**src/include/pbm_pkg.sv**
```systemverilog
// Purpose: shared constants and types of the pushbutton reset and wake manager
// Assumes: 200 MHz system clock; slow timers count a 1 ms tick
// Notes:   long counts are overridable top-level parameters
package pbm_pkg;
    localparam int CLK_HZ           = 200_000_000;
    localparam int MS_CYC           = CLK_HZ / 1000;
    localparam int INT_PULSE_US     = 128;
    localparam int INT_PULSE_CYC    = INT_PULSE_US * (CLK_HZ / 1_000_000);
    localparam int DEGLITCH_MS      = 10;
    localparam int DEGLITCH_CYC     = DEGLITCH_MS * MS_CYC;
    localparam int VIN_PULSE_MIN_MS = 500;
    localparam int VIN_WINDOW_MS    = 8000;
    localparam int VIN_PULSE_COUNT  = 3;
    localparam int ADAPTER_WD_MS    = 15000;
    localparam int SHIP_WAKE_MS     = 1000;
    localparam int AUTOWAKE_MS      = 500;
    localparam int MSW              = 16;

    localparam logic [1:0] LP_NONE = 2'h0;
    localparam logic [1:0] LP_HW   = 2'h1;
    localparam logic [1:0] LP_SHIP = 2'h2;

    localparam logic [3:0] RAIL_A = 4'h1;
    localparam logic [3:0] RAIL_B = 4'h2;
    localparam logic [3:0] RAIL_C = 4'h4;
    localparam logic [3:0] RAIL_D = 4'h8;

    typedef struct packed {
        logic [MSW-1:0] short_one_ms;
        logic [MSW-1:0] short_two_ms;
        logic [MSW-1:0] long_ms;
        logic [MSW-1:0] warn_ms;
    } pbm_press_cfg_t;

    typedef struct packed {
        logic short_one;
        logic short_two;
        logic warn;
    } pbm_evt_t;

    typedef struct packed {
        logic [3:0] rail_en;
        logic       battery_switch;
        logic       input_switch;
        logic       system_rail_pulldown;
    } pbm_power_t;

    typedef enum logic [3:0] {
        ST_RUN      = 4'h0,
        ST_PD_WAIT  = 4'h1,
        ST_PD_C     = 4'h2,
        ST_PD_B     = 4'h3,
        ST_PD_A     = 4'h4,
        ST_PD_OFF   = 4'h5,
        ST_AUTOWAKE = 4'h6,
        ST_RESTORE  = 4'h7,
        ST_RECONN   = 4'h8,
        ST_SHIP     = 4'h9
    } pbm_state_t;
endpackage

```
**src/rtl/pbm_debounce.sv**
```systemverilog
// Purpose: synchronise and deglitch the pushbutton pin
// Assumes: pin idles high, low means pressed
// Notes:   output changes only after STABLE_CYC equal samples
`timescale 1ns/1ps
module pbm_debounce #(
    parameter int STABLE_CYC = pbm_pkg::DEGLITCH_CYC
) (
    input  wire logic sys_clk,
    input  wire logic arst_n,
    input  wire logic pin_raw,
    output logic      pressed
);
    localparam int CW = $clog2(STABLE_CYC + 1);
    initial begin
        if (STABLE_CYC < 1) $error("STABLE_CYC must be at least 1");
    end

    logic          sync1_r;
    logic          sync2_r;
    logic [CW-1:0] cnt_r;
    logic          pressed_r;
    wire           raw_press = ~sync2_r;
    wire           differs   = raw_press != pressed_r;
    wire           settled   = cnt_r == CW'(STABLE_CYC - 1);

    always_ff @(posedge sys_clk or negedge arst_n) begin
        if (!arst_n) begin
            sync1_r <= 1'b1;
            sync2_r <= 1'b1;
        end else begin
            sync1_r <= pin_raw;
            sync2_r <= sync1_r;
        end
    end

    always_ff @(posedge sys_clk or negedge arst_n) begin
        if (!arst_n) begin
            cnt_r     <= '0;
            pressed_r <= 1'b0;
        end else if (!differs) begin
            cnt_r <= '0;
        end else if (settled) begin
            cnt_r     <= '0;
            pressed_r <= raw_press;
        end else begin
            cnt_r <= cnt_r + CW'(1);
        end
    end

    assign pressed = pressed_r;
endmodule // pbm_debounce

```
**src/rtl/pbm_int_pulse.sv**
```systemverilog
// Purpose: fixed-width low pulse on the open-drain interrupt pin
// Assumes: trig is a one-cycle event
// Notes:   a new event during a pulse restarts the full width
`timescale 1ns/1ps
module pbm_int_pulse #(
    parameter int LEN_CYC = pbm_pkg::INT_PULSE_CYC
) (
    input  wire logic sys_clk,
    input  wire logic arst_n,
    input  wire logic trig,
    output logic      int_oe
);
    localparam int CW = $clog2(LEN_CYC + 1);
    initial begin
        if (LEN_CYC < 2) $error("LEN_CYC must be at least 2");
    end

    logic [CW-1:0] cnt_r;
    logic          oe_r;

    always_ff @(posedge sys_clk or negedge arst_n) begin
        if (!arst_n) begin
            cnt_r <= '0;
            oe_r  <= 1'b0;
        end else if (trig) begin
            cnt_r <= CW'(LEN_CYC - 1);
            oe_r  <= 1'b1;
        end else if (cnt_r != '0) begin
            cnt_r <= cnt_r - CW'(1);
        end else begin
            oe_r <= 1'b0;
        end
    end

    assign int_oe = oe_r;
endmodule // pbm_int_pulse

```
**src/rtl/pbm_wake_manager.sv**
```systemverilog
// Purpose: pushbutton wake, press events, reset sources and power cycle
// Assumes: inputs synchronous except the pushbutton pin
// Notes:   slow timers run on a shared 1 ms tick, so they carry up to
//          one tick of phase jitter
`timescale 1ns/1ps
module pbm_wake_manager #(
    parameter int MS_CYC         = pbm_pkg::MS_CYC,
    parameter int DEGLITCH_CYC   = pbm_pkg::DEGLITCH_CYC,
    parameter int INT_PULSE_CYC  = pbm_pkg::INT_PULSE_CYC,
    parameter int VIN_MIN_MS     = pbm_pkg::VIN_PULSE_MIN_MS,
    parameter int VIN_WINDOW_MS  = pbm_pkg::VIN_WINDOW_MS,
    parameter int ADAPTER_WD_MS  = pbm_pkg::ADAPTER_WD_MS,
    parameter int SHIP_WAKE_MS   = pbm_pkg::SHIP_WAKE_MS,
    parameter int AUTOWAKE_MS    = pbm_pkg::AUTOWAKE_MS
) (
    input  wire logic                    sys_clk,
    input  wire logic                    arst_n,
    input  wire logic                    pushbutton_input,
    output logic                         pushbutton_pullup_en,
    input  wire pbm_pkg::pbm_press_cfg_t press_cfg,
    input  wire logic [1:0]              long_press_action_select,
    input  wire pbm_pkg::pbm_evt_t       irq_mask,
    input  wire logic                    clear_short_one,
    input  wire logic                    clear_short_two,
    input  wire logic                    input_power_good,
    input  wire logic                    input_power_good_status,
    input  wire logic                    battery_above_uvlo,
    input  wire logic                    battery_depletion_fault,
    input  wire logic                    reset_needs_input_power,
    input  wire logic                    adapter_timeout_enable,
    input  wire logic                    host_ack,
    input  wire logic                    soft_reset_req,
    input  wire logic [6:0]              seq_delay_ms,
    input  wire logic [3:0]              rail_cfg_en,
    output logic                         short_press_one_flag,
    output logic                         short_press_two_flag,
    output pbm_pkg::pbm_power_t          power,
    output logic                         sequence_power_good,
    output logic                         ship_mode,
    output logic                         hard_power_cycle,
    output logic                         reg_restore_all,
    output logic                         soft_reset_strobe,
    output logic                         int_out,
    output logic                         int_oe
);
    localparam int MSW = pbm_pkg::MSW;
    localparam int PW  = $clog2(MS_CYC + 1);
    initial begin
        if (MS_CYC < 2) $error("MS_CYC must be at least 2");
        if (VIN_WINDOW_MS >= 2**MSW || ADAPTER_WD_MS >= 2**MSW) $error("ms count too wide");
        if (SHIP_WAKE_MS < 1 || AUTOWAKE_MS < 1 || VIN_MIN_MS < 1) $error("ms count below one");
    end

    function automatic logic hit(input logic [MSW-1:0] cnt, input logic [MSW-1:0] thr);
        hit = thr != '0 && ({1'b0, cnt} + 17'h00001) == {1'b0, thr};
    endfunction

    ////////////////////////////////////////////////////////////////////////
    // timebase and pin
    logic [PW-1:0] pre_r;
    wire           ms_tick = pre_r == PW'(MS_CYC - 1);
    always_ff @(posedge sys_clk or negedge arst_n) begin
        if (!arst_n) pre_r <= '0;
        else pre_r <= ms_tick ? '0 : pre_r + PW'(1);
    end

    logic pressed;
    pbm_debounce #(.STABLE_CYC(DEGLITCH_CYC)) u_deb (
        .sys_clk (sys_clk),
        .arst_n  (arst_n),
        .pin_raw (pushbutton_input),
        .pressed (pressed)
    );

    ////////////////////////////////////////////////////////////////////////
    // press timing
    pbm_pkg::pbm_state_t     state_r;
    pbm_pkg::pbm_state_t     state_nxt;
    pbm_pkg::pbm_press_cfg_t cfg_r;
    logic                    pressed_d_r;
    logic [MSW-1:0]          press_ms_r;
    wire press_start = pressed && !pressed_d_r;
    wire counting    = pressed && pressed_d_r && ms_tick;
    wire in_run      = state_r == pbm_pkg::ST_RUN;
    wire in_ship     = state_r == pbm_pkg::ST_SHIP;
    wire [MSW-1:0] warn_at = cfg_r.warn_ms < cfg_r.long_ms ? cfg_r.long_ms - cfg_r.warn_ms : '0;
    wire ev_short1 = in_run && counting && hit(press_ms_r, cfg_r.short_one_ms);
    wire ev_short2 = in_run && counting && hit(press_ms_r, cfg_r.short_two_ms);
    wire ev_warn   = in_run && counting && hit(press_ms_r, warn_at);
    wire ev_long   = in_run && counting && hit(press_ms_r, cfg_r.long_ms);
    wire ship_wake = in_ship && counting && battery_above_uvlo
                     && hit(press_ms_r, MSW'(SHIP_WAKE_MS));

    always_ff @(posedge sys_clk or negedge arst_n) begin
        if (!arst_n) begin
            pressed_d_r <= 1'b0;
            press_ms_r  <= '0;
            cfg_r       <= '0;
        end else begin
            pressed_d_r <= pressed;
            if (press_start) cfg_r <= press_cfg;
            if (!pressed || press_start) press_ms_r <= '0;
            else if (counting && press_ms_r != '1) press_ms_r <= press_ms_r + MSW'(1);
        end
    end

    ////////////////////////////////////////////////////////////////////////
    // flags and interrupt
    logic flag1_r;
    logic flag2_r;
    wire  irq_trig = (ev_short1 && !irq_mask.short_one) || (ev_short2 && !irq_mask.short_two)
                     || (ev_warn && !irq_mask.warn);
    always_ff @(posedge sys_clk or negedge arst_n) begin
        if (!arst_n) begin
            flag1_r <= 1'b0;
            flag2_r <= 1'b0;
        end else begin
            flag1_r <= ev_short1 | (flag1_r & ~clear_short_one);
            flag2_r <= ev_short2 | (flag2_r & ~clear_short_two);
        end
    end

    pbm_int_pulse #(.LEN_CYC(INT_PULSE_CYC)) u_int (
        .sys_clk (sys_clk),
        .arst_n  (arst_n),
        .trig    (irq_trig),
        .int_oe  (int_oe)
    );

    ////////////////////////////////////////////////////////////////////////
    // input pulse detector
    logic           vin_d_r;
    logic [MSW-1:0] vin_hi_r;
    logic [MSW-1:0] win_r;
    logic           win_act_r;
    logic [2:0]     vin_cnt_r;
    wire vin_rise  = input_power_good && !vin_d_r;
    wire vin_qual  = !input_power_good && vin_d_r && vin_hi_r >= MSW'(VIN_MIN_MS);
    wire win_end   = win_act_r && ms_tick && win_r == MSW'(VIN_WINDOW_MS - 1);
    wire vin_reset = win_end && vin_cnt_r == 3'(pbm_pkg::VIN_PULSE_COUNT);
    always_ff @(posedge sys_clk or negedge arst_n) begin
        if (!arst_n) begin
            vin_d_r   <= 1'b0;
            vin_hi_r  <= '0;
            win_r     <= '0;
            win_act_r <= 1'b0;
            vin_cnt_r <= '0;
        end else begin
            vin_d_r <= input_power_good;
            if (!input_power_good) vin_hi_r <= '0;
            else if (ms_tick && vin_hi_r != MSW'(VIN_MIN_MS)) vin_hi_r <= vin_hi_r + MSW'(1);
            if (win_end) begin
                win_act_r <= 1'b0;
            end else if (vin_rise && !win_act_r) begin
                win_act_r <= 1'b1;
                win_r     <= '0;
                vin_cnt_r <= '0;
            end else if (win_act_r && ms_tick) begin
                win_r <= win_r + MSW'(1);
            end
            if (win_act_r && !win_end && vin_qual && vin_cnt_r != 3'h7)
                vin_cnt_r <= vin_cnt_r + 3'h1;
        end
    end

    ////////////////////////////////////////////////////////////////////////
    // adapter watchdog
    logic           stat_d_r;
    logic           wd_act_r;
    logic [MSW-1:0] wd_r;
    wire wd_end = wd_act_r && ms_tick && wd_r == MSW'(ADAPTER_WD_MS - 1);
    always_ff @(posedge sys_clk or negedge arst_n) begin
        if (!arst_n) begin
            stat_d_r <= 1'b0;
            wd_act_r <= 1'b0;
            wd_r     <= '0;
        end else begin
            stat_d_r <= input_power_good_status;
            if (host_ack || !adapter_timeout_enable || !input_power_good_status || wd_end) begin
                wd_act_r <= 1'b0;
            end else if (input_power_good_status && !stat_d_r) begin
                wd_act_r <= 1'b1;
                wd_r     <= '0;
            end else if (wd_act_r && ms_tick) begin
                wd_r <= wd_r + MSW'(1);
            end
        end
    end

    ////////////////////////////////////////////////////////////////////////
    // reset requests
    logic hw_pend_r;
    logic ship_tgt_r;
    wire  lp_hw    = ev_long && long_press_action_select == pbm_pkg::LP_HW;
    wire  lp_ship  = ev_long && long_press_action_select == pbm_pkg::LP_SHIP;
    wire  hw_ok    = !reset_needs_input_power || input_power_good;
    wire  hw_start = in_run && hw_pend_r && hw_ok;
    wire  pd_start = hw_start || (in_run && lp_ship);
    always_ff @(posedge sys_clk or negedge arst_n) begin
        if (!arst_n) begin
            hw_pend_r  <= 1'b0;
            ship_tgt_r <= 1'b0;
        end else begin
            hw_pend_r <= lp_hw || vin_reset || wd_end || (hw_pend_r && !hw_start);
            if (pd_start) ship_tgt_r <= !hw_start;
        end
    end

    ////////////////////////////////////////////////////////////////////////
    // power cycle sequencer
    logic [MSW-1:0] step_r;
    wire [MSW-1:0] step_len = state_r == pbm_pkg::ST_AUTOWAKE ? MSW'(AUTOWAKE_MS)
                              : {9'h000, seq_delay_ms} + MSW'(1);
    wire step_done = ms_tick && step_r == step_len - MSW'(1);

    always_comb begin
        state_nxt = state_r;
        unique case (state_r)
            pbm_pkg::ST_RUN:      if (pd_start) state_nxt = pbm_pkg::ST_PD_WAIT;
            pbm_pkg::ST_PD_WAIT:  if (step_done) state_nxt = pbm_pkg::ST_PD_C;
            pbm_pkg::ST_PD_C:     if (step_done) state_nxt = pbm_pkg::ST_PD_B;
            pbm_pkg::ST_PD_B:     if (step_done) state_nxt = pbm_pkg::ST_PD_A;
            pbm_pkg::ST_PD_A:     if (step_done) state_nxt = pbm_pkg::ST_PD_OFF;
            pbm_pkg::ST_PD_OFF:   if (step_done)
                state_nxt = ship_tgt_r ? pbm_pkg::ST_SHIP : pbm_pkg::ST_AUTOWAKE;
            pbm_pkg::ST_AUTOWAKE: if (step_done) state_nxt = pbm_pkg::ST_RESTORE;
            pbm_pkg::ST_RESTORE:  state_nxt = pbm_pkg::ST_RECONN;
            pbm_pkg::ST_RECONN:   state_nxt = pbm_pkg::ST_RUN;
            pbm_pkg::ST_SHIP:     if (input_power_good || ship_wake) state_nxt = pbm_pkg::ST_RECONN;
            default:              state_nxt = pbm_pkg::ST_RUN;
        endcase
    end

    pbm_pkg::pbm_power_t pwr_r;
    logic                seq_pg_r;
    logic                soft_r;
    always_ff @(posedge sys_clk or negedge arst_n) begin
        if (!arst_n) begin
            state_r  <= pbm_pkg::ST_RUN;
            step_r   <= '0;
            pwr_r    <= '{rail_en: 4'h0, battery_switch: 1'b1, input_switch: 1'b1,
                          system_rail_pulldown: 1'b0};
            seq_pg_r <= 1'b0;
            soft_r   <= 1'b0;
        end else begin
            state_r <= state_nxt;
            soft_r  <= soft_reset_req;
            if (state_nxt != state_r) step_r <= '0;
            else if (ms_tick) step_r <= step_r + MSW'(1);
            unique case (state_r)
                pbm_pkg::ST_RUN: begin
                    pwr_r.rail_en <= rail_cfg_en;
                    seq_pg_r      <= !pd_start;
                end
                pbm_pkg::ST_PD_WAIT: if (step_done) pwr_r.rail_en <= pwr_r.rail_en & ~pbm_pkg::RAIL_D;
                pbm_pkg::ST_PD_C:    if (step_done) pwr_r.rail_en <= pwr_r.rail_en & ~pbm_pkg::RAIL_C;
                pbm_pkg::ST_PD_B:    if (step_done) pwr_r.rail_en <= pwr_r.rail_en & ~pbm_pkg::RAIL_B;
                pbm_pkg::ST_PD_A:    if (step_done) pwr_r.rail_en <= pwr_r.rail_en & ~pbm_pkg::RAIL_A;
                pbm_pkg::ST_PD_OFF: if (step_done) begin
                    pwr_r.battery_switch       <= 1'b0;
                    pwr_r.input_switch         <= 1'b0;
                    pwr_r.system_rail_pulldown <= 1'b1;
                end
                pbm_pkg::ST_AUTOWAKE: if (step_done) pwr_r.system_rail_pulldown <= 1'b0;
                pbm_pkg::ST_RECONN: begin
                    pwr_r.system_rail_pulldown <= 1'b0;
                    pwr_r.battery_switch       <= !battery_depletion_fault;
                    pwr_r.input_switch         <= input_power_good;
                end
                default: ;
            endcase
        end
    end

    assign pushbutton_pullup_en = 1'b1;
    assign short_press_one_flag = flag1_r;
    assign short_press_two_flag = flag2_r;
    assign power                = pwr_r;
    assign sequence_power_good  = seq_pg_r;
    assign ship_mode            = in_ship;
    assign hard_power_cycle     = !in_run && !in_ship;
    assign reg_restore_all      = state_r == pbm_pkg::ST_RESTORE;
    assign soft_reset_strobe    = soft_r;
    assign int_out              = 1'b0;
endmodule // pbm_wake_manager

```
**config.mk**
```make
export PLATFORM = sky130hd
export DESIGN_NAME = pbm_wake_manager
export DESIGN_NICKNAME = d
export VERILOG_FILES = /design/src/include/pbm_pkg.sv /design/src/rtl/pbm_debounce.sv /design/src/rtl/pbm_int_pulse.sv /design/src/rtl/pbm_wake_manager.sv
export SDC_FILE = /design/constraint.sdc
export NUM_CORES = 1
export LEC_CHECK = 0
export ABC_AREA = 1
export BUFFER_PORTS_ARGS = -buffer_cell sky130_fd_sc_hd__buf_4
export CAP_MARGIN = 5
export CELL_PAD_IN_SITES_DETAIL_PLACEMENT = 1
export CELL_PAD_IN_SITES_GLOBAL_PLACEMENT = 2
export CORE_MARGIN = 5
export CORE_UTILIZATION = 38
export DETAILED_ROUTE_END_ITERATION = 7
export PLACE_DENSITY = 0.95
export RECOVER_POWER = 50
export SYNTH_ARGS = -nofsm -noshare
export SYNTH_HDL_FRONTEND = slang
export SYNTH_SLANG_ARGS = --single-unit
```
**constraint.sdc**
```tcl
create_clock -name sys_clk -period 8.27 [get_ports sys_clk]
set_clock_uncertainty 0.1 [all_clocks]
set_input_delay 0 -clock sys_clk [delete_from_list [all_inputs] [get_ports sys_clk]]
set_output_delay 0 -clock sys_clk [all_outputs]
set_load 0.02 [all_outputs]
```
======== After elaboration in Yosys (flattened, before gate mapping) ========
Index checks and enable logic that the tools add are counted.
word-level totals
  output and inout port bits .............. 17
  logic and storage cells ................. 246
  register bits ........................... 227
operators by class
  muxes and demuxes ....................... 45
  eq/ne operators ......................... 36
  bitwise gates (word level) .............. 13
  add/subtract/negate cells ............... 13
  reduce and logical (&&, ||, !) cells .... 101
  magnitude comparators ................... 2
operators with widths
  kind                                                    number
  two-way mux 16 bit                                      11
  adder 16 x 1 -> 16 bit (second input constant)          5
  equality test 17 x 16 -> 1 bit                          4
  nonzero test 16 bit                                     4
  two-way mux 21 bit                                      2
  logical AND 1 bit                                       41
  two-way mux 4 bit                                       10
  case mux 4 bit (9 select lines)                         1
  two-way mux 15 bit                                      2
  nonzero test 2 bit                                      13
  adder 21 x 1 -> 21 bit (second input constant)          1
  equality test 21 bit (second input constant)            1
  case mux 4 bit (5 select lines)                         1
  AND reduction 5 bit                                     4
  adder 18 x 1 -> 18 bit (second input constant)          1
  equality test 18 bit (second input constant)            1
  logical NOT 1 bit                                       18
  two-way mux 18 bit                                      1
  adder 16 x 1 -> 17 bit (second input constant)          1
  equality test 17 x 10 -> 1 bit (second input constant)  1
  equality test 16 x 13 -> 1 bit (second input constant)  1
  equality test 16 x 14 -> 1 bit (second input constant)  1
  equality test 16 bit                                    1
  equality test 4 x 3 -> 1 bit (second input constant)    4
  35 further kinds                                        80

======== Longest topological paths before layout ========
  depth after elaboration ................. 11
  depth in mapped cells ................... 25
  mapped depth without buffers ............ 23

======== Hierarchy ========
Synthesis repeated with hierarchy kept, for this count alone.
unflattened totals
  cells, all modules ...................... 1939
  area total of the unflattened synthesis .. 14411.3 um2
by module, submodules not included
  module            sequential area each (um2)  cells an instance  instances  area an instance (um2)
  pbm_wake_manager  4682.0                      1630               1          12100.4
  pbm_debounce      603.1                       169                1          1350.0
  pbm_int_pulse     400.4                       140                1          960.9

======== Worst setup path before layout ========
Ideal clock, no wire load.
  path kind ............................... reg-to-reg
  start ................................... reg cfg_r[16] in the netlist's numbering
  end ..................................... reg u_int.cnt_r[3]
  library setup time ...................... 0.131 ns
  arrival time ............................ 2.729 ns
  required time ........................... 8.039 ns
  slack ................................... 5.309 ns
  stages on the path, launching flop included .. 23
  period minus slack after synthesis ...... 2.961 ns
  buffers on the path ..................... 2
  cells stage by stage .................... dfrtp_1 > inv_1 > ha_1 > inv_1 > fa_1 > nand3_1 > nand2_1 > nand2_1 > nand2_1 > nand2_1 > nand2_2 > buf_2 > nand3_1 > nand2_1 > nor2_1 > nand3_1 > o21ai_0 > nand2_1 > nand3_1 > nand2_1 > inv_1 > buf_4 > o211ai_1
on the way
  longest elaborated chain between the ends .. 8
  elaborated cells on any way between the ends .. 11
  classes of those cells .................. 1 x add/sub; 1 x order compare; 1 x eq/ne; 2 x mux; 6 x reduce/logical
RTL lines
  item                                                                   line                     text
  from (decl)                                                            pbm_wake_manager.sv:79   pbm_pkg::pbm_press_cfg_t cfg_r;
  from (signal assigned)                                                 pbm_wake_manager.sv:101  if (press_start) cfg_r <= press_cfg;
  subtractor 16 bit or < comparator 16 bit (tied branches)               pbm_wake_manager.sv:86   wire [MSW-1:0] warn_at = cfg_r.warn_ms < cfg_r.long_ms ? cfg_r.long_ms - cfg_r.warn_ms : '0;
  two-way mux 16 bit (*)                                                 pbm_wake_manager.sv:86
  equality test 17 x 16 -> 1 bit or nonzero test 16 bit (tied branches)  pbm_wake_manager.sv:55   hit = thr != '0 && ({1'b0, cnt} + 17'h00001) == {1'b0, thr};
  logical AND 1 bit (*)                                                  pbm_wake_manager.sv:55
  logical AND 1 bit (*)                                                  pbm_wake_manager.sv:89   wire ev_warn = in_run && counting && hit(press_ms_r, warn_at);
  logical AND 1 bit (*)                                                  pbm_wake_manager.sv:112  || (ev_warn && !irq_mask.warn);
  logical OR 1 bit (*)                                                   pbm_wake_manager.sv:112
  two-way mux 15 bit or nonzero test 2 bit (tied branches)               --
  to (signal assigned)                                                   pbm_int_pulse.sv:26      cnt_r <= CW'(LEN_CYC - 1);
  to (signal assigned)                                                   pbm_int_pulse.sv:29      cnt_r <= cnt_r - CW'(1);
  to (decl)                                                              pbm_int_pulse.sv:18      logic [CW-1:0] cnt_r;
Every way passes the cells marked *; elsewhere a longest branch is shown, timed or not.
A chain may end at the register's enable or synchronous reset.

======== Worst setup path after layout ========
  start ................................... reg u_deb.pressed_r (netlist: u_deb.pressed)
  end ..................................... reg cfg_r[29] in the netlist's numbering
on the way
  longest elaborated chain between the ends .. 1
RTL lines
  item                    line                    text
  from (decl)             pbm_debounce.sv:21      logic pressed_r;
  from (signal assigned)  pbm_debounce.sv:44      pressed_r <= raw_press;
  logical AND 1 bit       pbm_wake_manager.sv:82  wire press_start = pressed && !pressed_d_r;
No other way between the ends.

==> run_results.csv <==
group,metric,value,unit
drt,dr.pass1.iters,5,
clock_tree,tritoncts,"done",
critical_path,critPathCapture,"cfg_r[29]",
drt,drc_errors,0,
placement,hpwl,33.57,mm
timing,period_minus_slack,5.298,ns
drt,drt-total-wl,46.36,mm
finish,num-fill-cells,4567,
critical_path,reg2reg_to,"cfg_r[29]",
critical_path,worstRegToRegCells,5,
floorplan,rows,70,
finish,stdcell_count,2617,
floorplan,core,36430,sq um
power,leakagePower,8.008,nW
timing,hold-worst-slack,-0.01476,ns
power,finalPower,0.002731,W
power,internal_power,0.001998,W
grt,grt.overflow.total,0,
floorplan,dieArea,40700,sq um
flow_run,drv_cap,3,
timing,worstMarginPinSlew,3.662,ns
finish,drive_above_1_share,9.870,%
grt,grt_pass1_vias,14917,
floorplan,start_util,38.34,%
synthesis,synth_top_area_share,39.94,%
synthesis,synthArstFlopShare,100.0,%
power,sw_frac_of_total,26.85,%
synthesis,synth_warnings,0,
critical_path,r2r_start,"u_deb.pressed",
timing,fmax,0.1887,GHz
floorplan,die_width,201.7,microns
timing,fin_crit_sh,64.07,%
synthesis,yosysMostFrequentCell,"nand2_1",
clock_tree,cts.htree.levels,1,
status,status,"complete, but fails checks",
status,violations,"negative hold slack, max-capacitance violations, max-slew violations",
synthesis,synthCells,1931,
clock_tree,cts_buffers,27,
timing,setup-violations-final,0,
drt,vias,13811,
clock_tree,cts_root_buffer,"clkbuf_16",
placement,place_area,15240,sq um
placement,dp_cells,2480,
power,power.density,161.3,nW/um^2
power,pwr-share-clk,44.0,%
clock_tree,worst_skew_pair.late_latency,0.56,ns
critical_path,cp_max_fo,83,
finish,final_nets,2255,
critical_path,endpoint_kind,"register",
floorplan,fp.dieH,201.7,microns
critical_path,crit_required,8.60,ns
critical_path,critPathArrivalTime,5.62,ns
timing,slew_violations,180,
grt,grt_max_degree,99,
synthesis,synth-main-ff-cell,"dfrtp_1",
synthesis,synthesis.area,13970,sq um
drt,detail-route-antenna-nets,0,
placement,place_congestion,0.8875,
clock_tree,cts_resized,0,
power,combPwrFrac,12.9,%
grt,antenna_found_initial,1,
clock_tree,cts.sink_count,227,
critical_path,start_kind,"register",
synthesis,synth_common_cells,"nand2_1 (425), nor2_1 (270), inv_1 (263)",
drt,wl_per_cell,17.71,microns
drt,viasPerCell,5.277,
synthesis,synth_top_area_cell,"dfrtp_1",
placement,numPortBuffers,107,
finish,area_growth,21.22,%
synthesis,avgSynthCellArea,7.235,sq um
synthesis,synthTopCellsByArea,"dfrtp_1 (40%), nand2_1 (11%), nor2_1 (7.3%)",
clock_tree,clkTransAtPathRegs,0.06,ns
power,power.switching,0.0007333,W
power,p_seq_share,43.1,%
clock_tree,max-clock-path-buffers,3,
critical_path,setup.worst_path.start,"u_deb.pressed",
power,ir_drop,140.4,uV
floorplan,num_io_pins,110,
synthesis,synth_seq_cells,227,
timing,slew_headroom,-144.1,%
drt,drtIter0Drc,649,
synthesis,synth.distinct_cells,54,
synthesis,seq_area_frac_synth,40.69,%
timing,fin_setup_tns,0,ns
grt,grt.total_usage,22.41,%
timing,hold_viol,22,
timing,rsz0062_at_grt,"false",
critical_path,r2r_slack,2.97,ns
finish,stdcell_area,16940,sq um
grt,grt_pass1_wl,76.31,mm
synthesis,synthesis.nets,2056,
critical_path,crit_type,"reg2reg",
synthesis,synth_edf_count,0,
min_path,worstHoldPathType,"in2async",
-- worst min-delay path by stage --
stage	from	end	slack [ns]
after floorplan	arst_n	cfg_r[0]	-0.40
after global placement	arst_n	cfg_r[34]	-0.0002
after detailed placement	arst_n	cfg_r[34]	-0.004
after CTS	arst_n	cfg_r[36]	0.005
after global routing	battery_depletion_fault	power[2]	0.07
final	arst_n	cfg_r[36]	-0.01
-- state kept, by name, indices dropped and copies added, names as in the netlist, 3 cells and up --
| name | flops |
|---|---|
| cfg_r | 64 |
| u_deb.cnt_r | 21 |
| pre_r | 18 |
| press_ms_r | 16 |
| step_r | 16 |
| vin_hi_r | 16 |
| wd_r | 16 |
| win_r | 16 |
| u_int.cnt_r | 15 |
| power | 7 |
| state_r | 4 |
| vin_cnt_r | 3 |
-- repair_timing --
item,CTS,global route
hold buffers,89,0
setup buffers,0,0
endpoints found under the hold margin,210,0
-- critical path, stage by stage, from the launching register on --
cell and delay [ns]:
dfrtp_1 0.41, inv_1 0.09, or2_0 1.17, clkbuf_1 2.54
nor2_1 0.42, a21oi_1 0.36
-- power groups by stage --
stage / Clock (W) / Combinational [W] / Sequential [W]
6_report: 0.00120 / 0.000351 / 0.00118
3_3_place_gp: 0 / 0.000307 / 0.00119
4_1_cts: 0.00123 / 0.000353 / 0.00118
3_5_place_dp: 0 / 0.000317 / 0.00120
5_1_grt: 0.00127 / 0.000391 / 0.00118
2_1_floorplan: 0 / 0.000180 / 0.00120
-- metal layers --
metal / share of wire (%) / vias up / GRT usage [%]
li1: - / 6697 / -
met2: 51 / 254 / 40.56
met1: 42 / 6776 / 27.98
met3: 4.2 / 84 / 2.885
met5: 0 / - / 0
met4: 2.7 / 0 / 6.543
-- metrics by stage --
step / utilization, % / hold slack (ns) / setup WS, ns
2_1_floorplan: - / -0.3956 / 5.309
3_3_place_gp: 41.84 / -0.0001885 / 4.634
3_5_place_dp: 41.84 / -0.003792 / 4.444
4_1_cts: 46.68 / 0.004854 / 3.998
5_1_grt: 46.48 / 0.07404 / 2.499
6_report: 46.48 / -0.01476 / 2.972
-- cell families after synthesis --
kind of cell | share of synthesized area [%]
multiplexers | 1.594
other | 0.05375
buffers and inverters | 8.615
flip-flops | 40.69
AND/OR/NAND/NOR | 33.70
adder cells (fa/ha/maj) | 2.920
XOR/XNOR | 3.009
AO/OA/AOI/OAI | 9.413
-- cell type report --
cell class	count	area (sq um)	share of cell area [%]
Clock buffer	40	784.5	4.632
Multi-Input combinational cell	1395	7082	41.81
Sequential cell	227	5685	33.57
Clock inverter	7	88.84	0.5245
Antenna cell	1	2.502	0.01478
Inverter	279	1047	6.184
Timing Repair Buffer	200	1660	9.803
Tap cell	468	585.6	3.457
-- placed cells by master (no fill, tap or decap), drive strengths merged, types with 2 or more instances in the layout --
cell type,n
o21ai,78
or2,3
nand4,59
nor4,17
clkinv,6
xor2,39
inv,278
dlygate4sd3,89
clkbuf,61
mux2,18
dfrtp,223
nand3,152
ha,31
conb,2
a21oi,115
nand3b,8
a21boi,2
nor2,280
xnor2,9
dfstp,4
nor3,87
o21a,7
nor3b,6
o211ai,4
and3,2
bufinv,2
a31oi,2
a221oi,3
o221a,3
o2111ai,2
mux2i,2
o22ai,16
and2,4
a21o,2
buf,90
nand2,436
(Power assumes the default switching activity.)
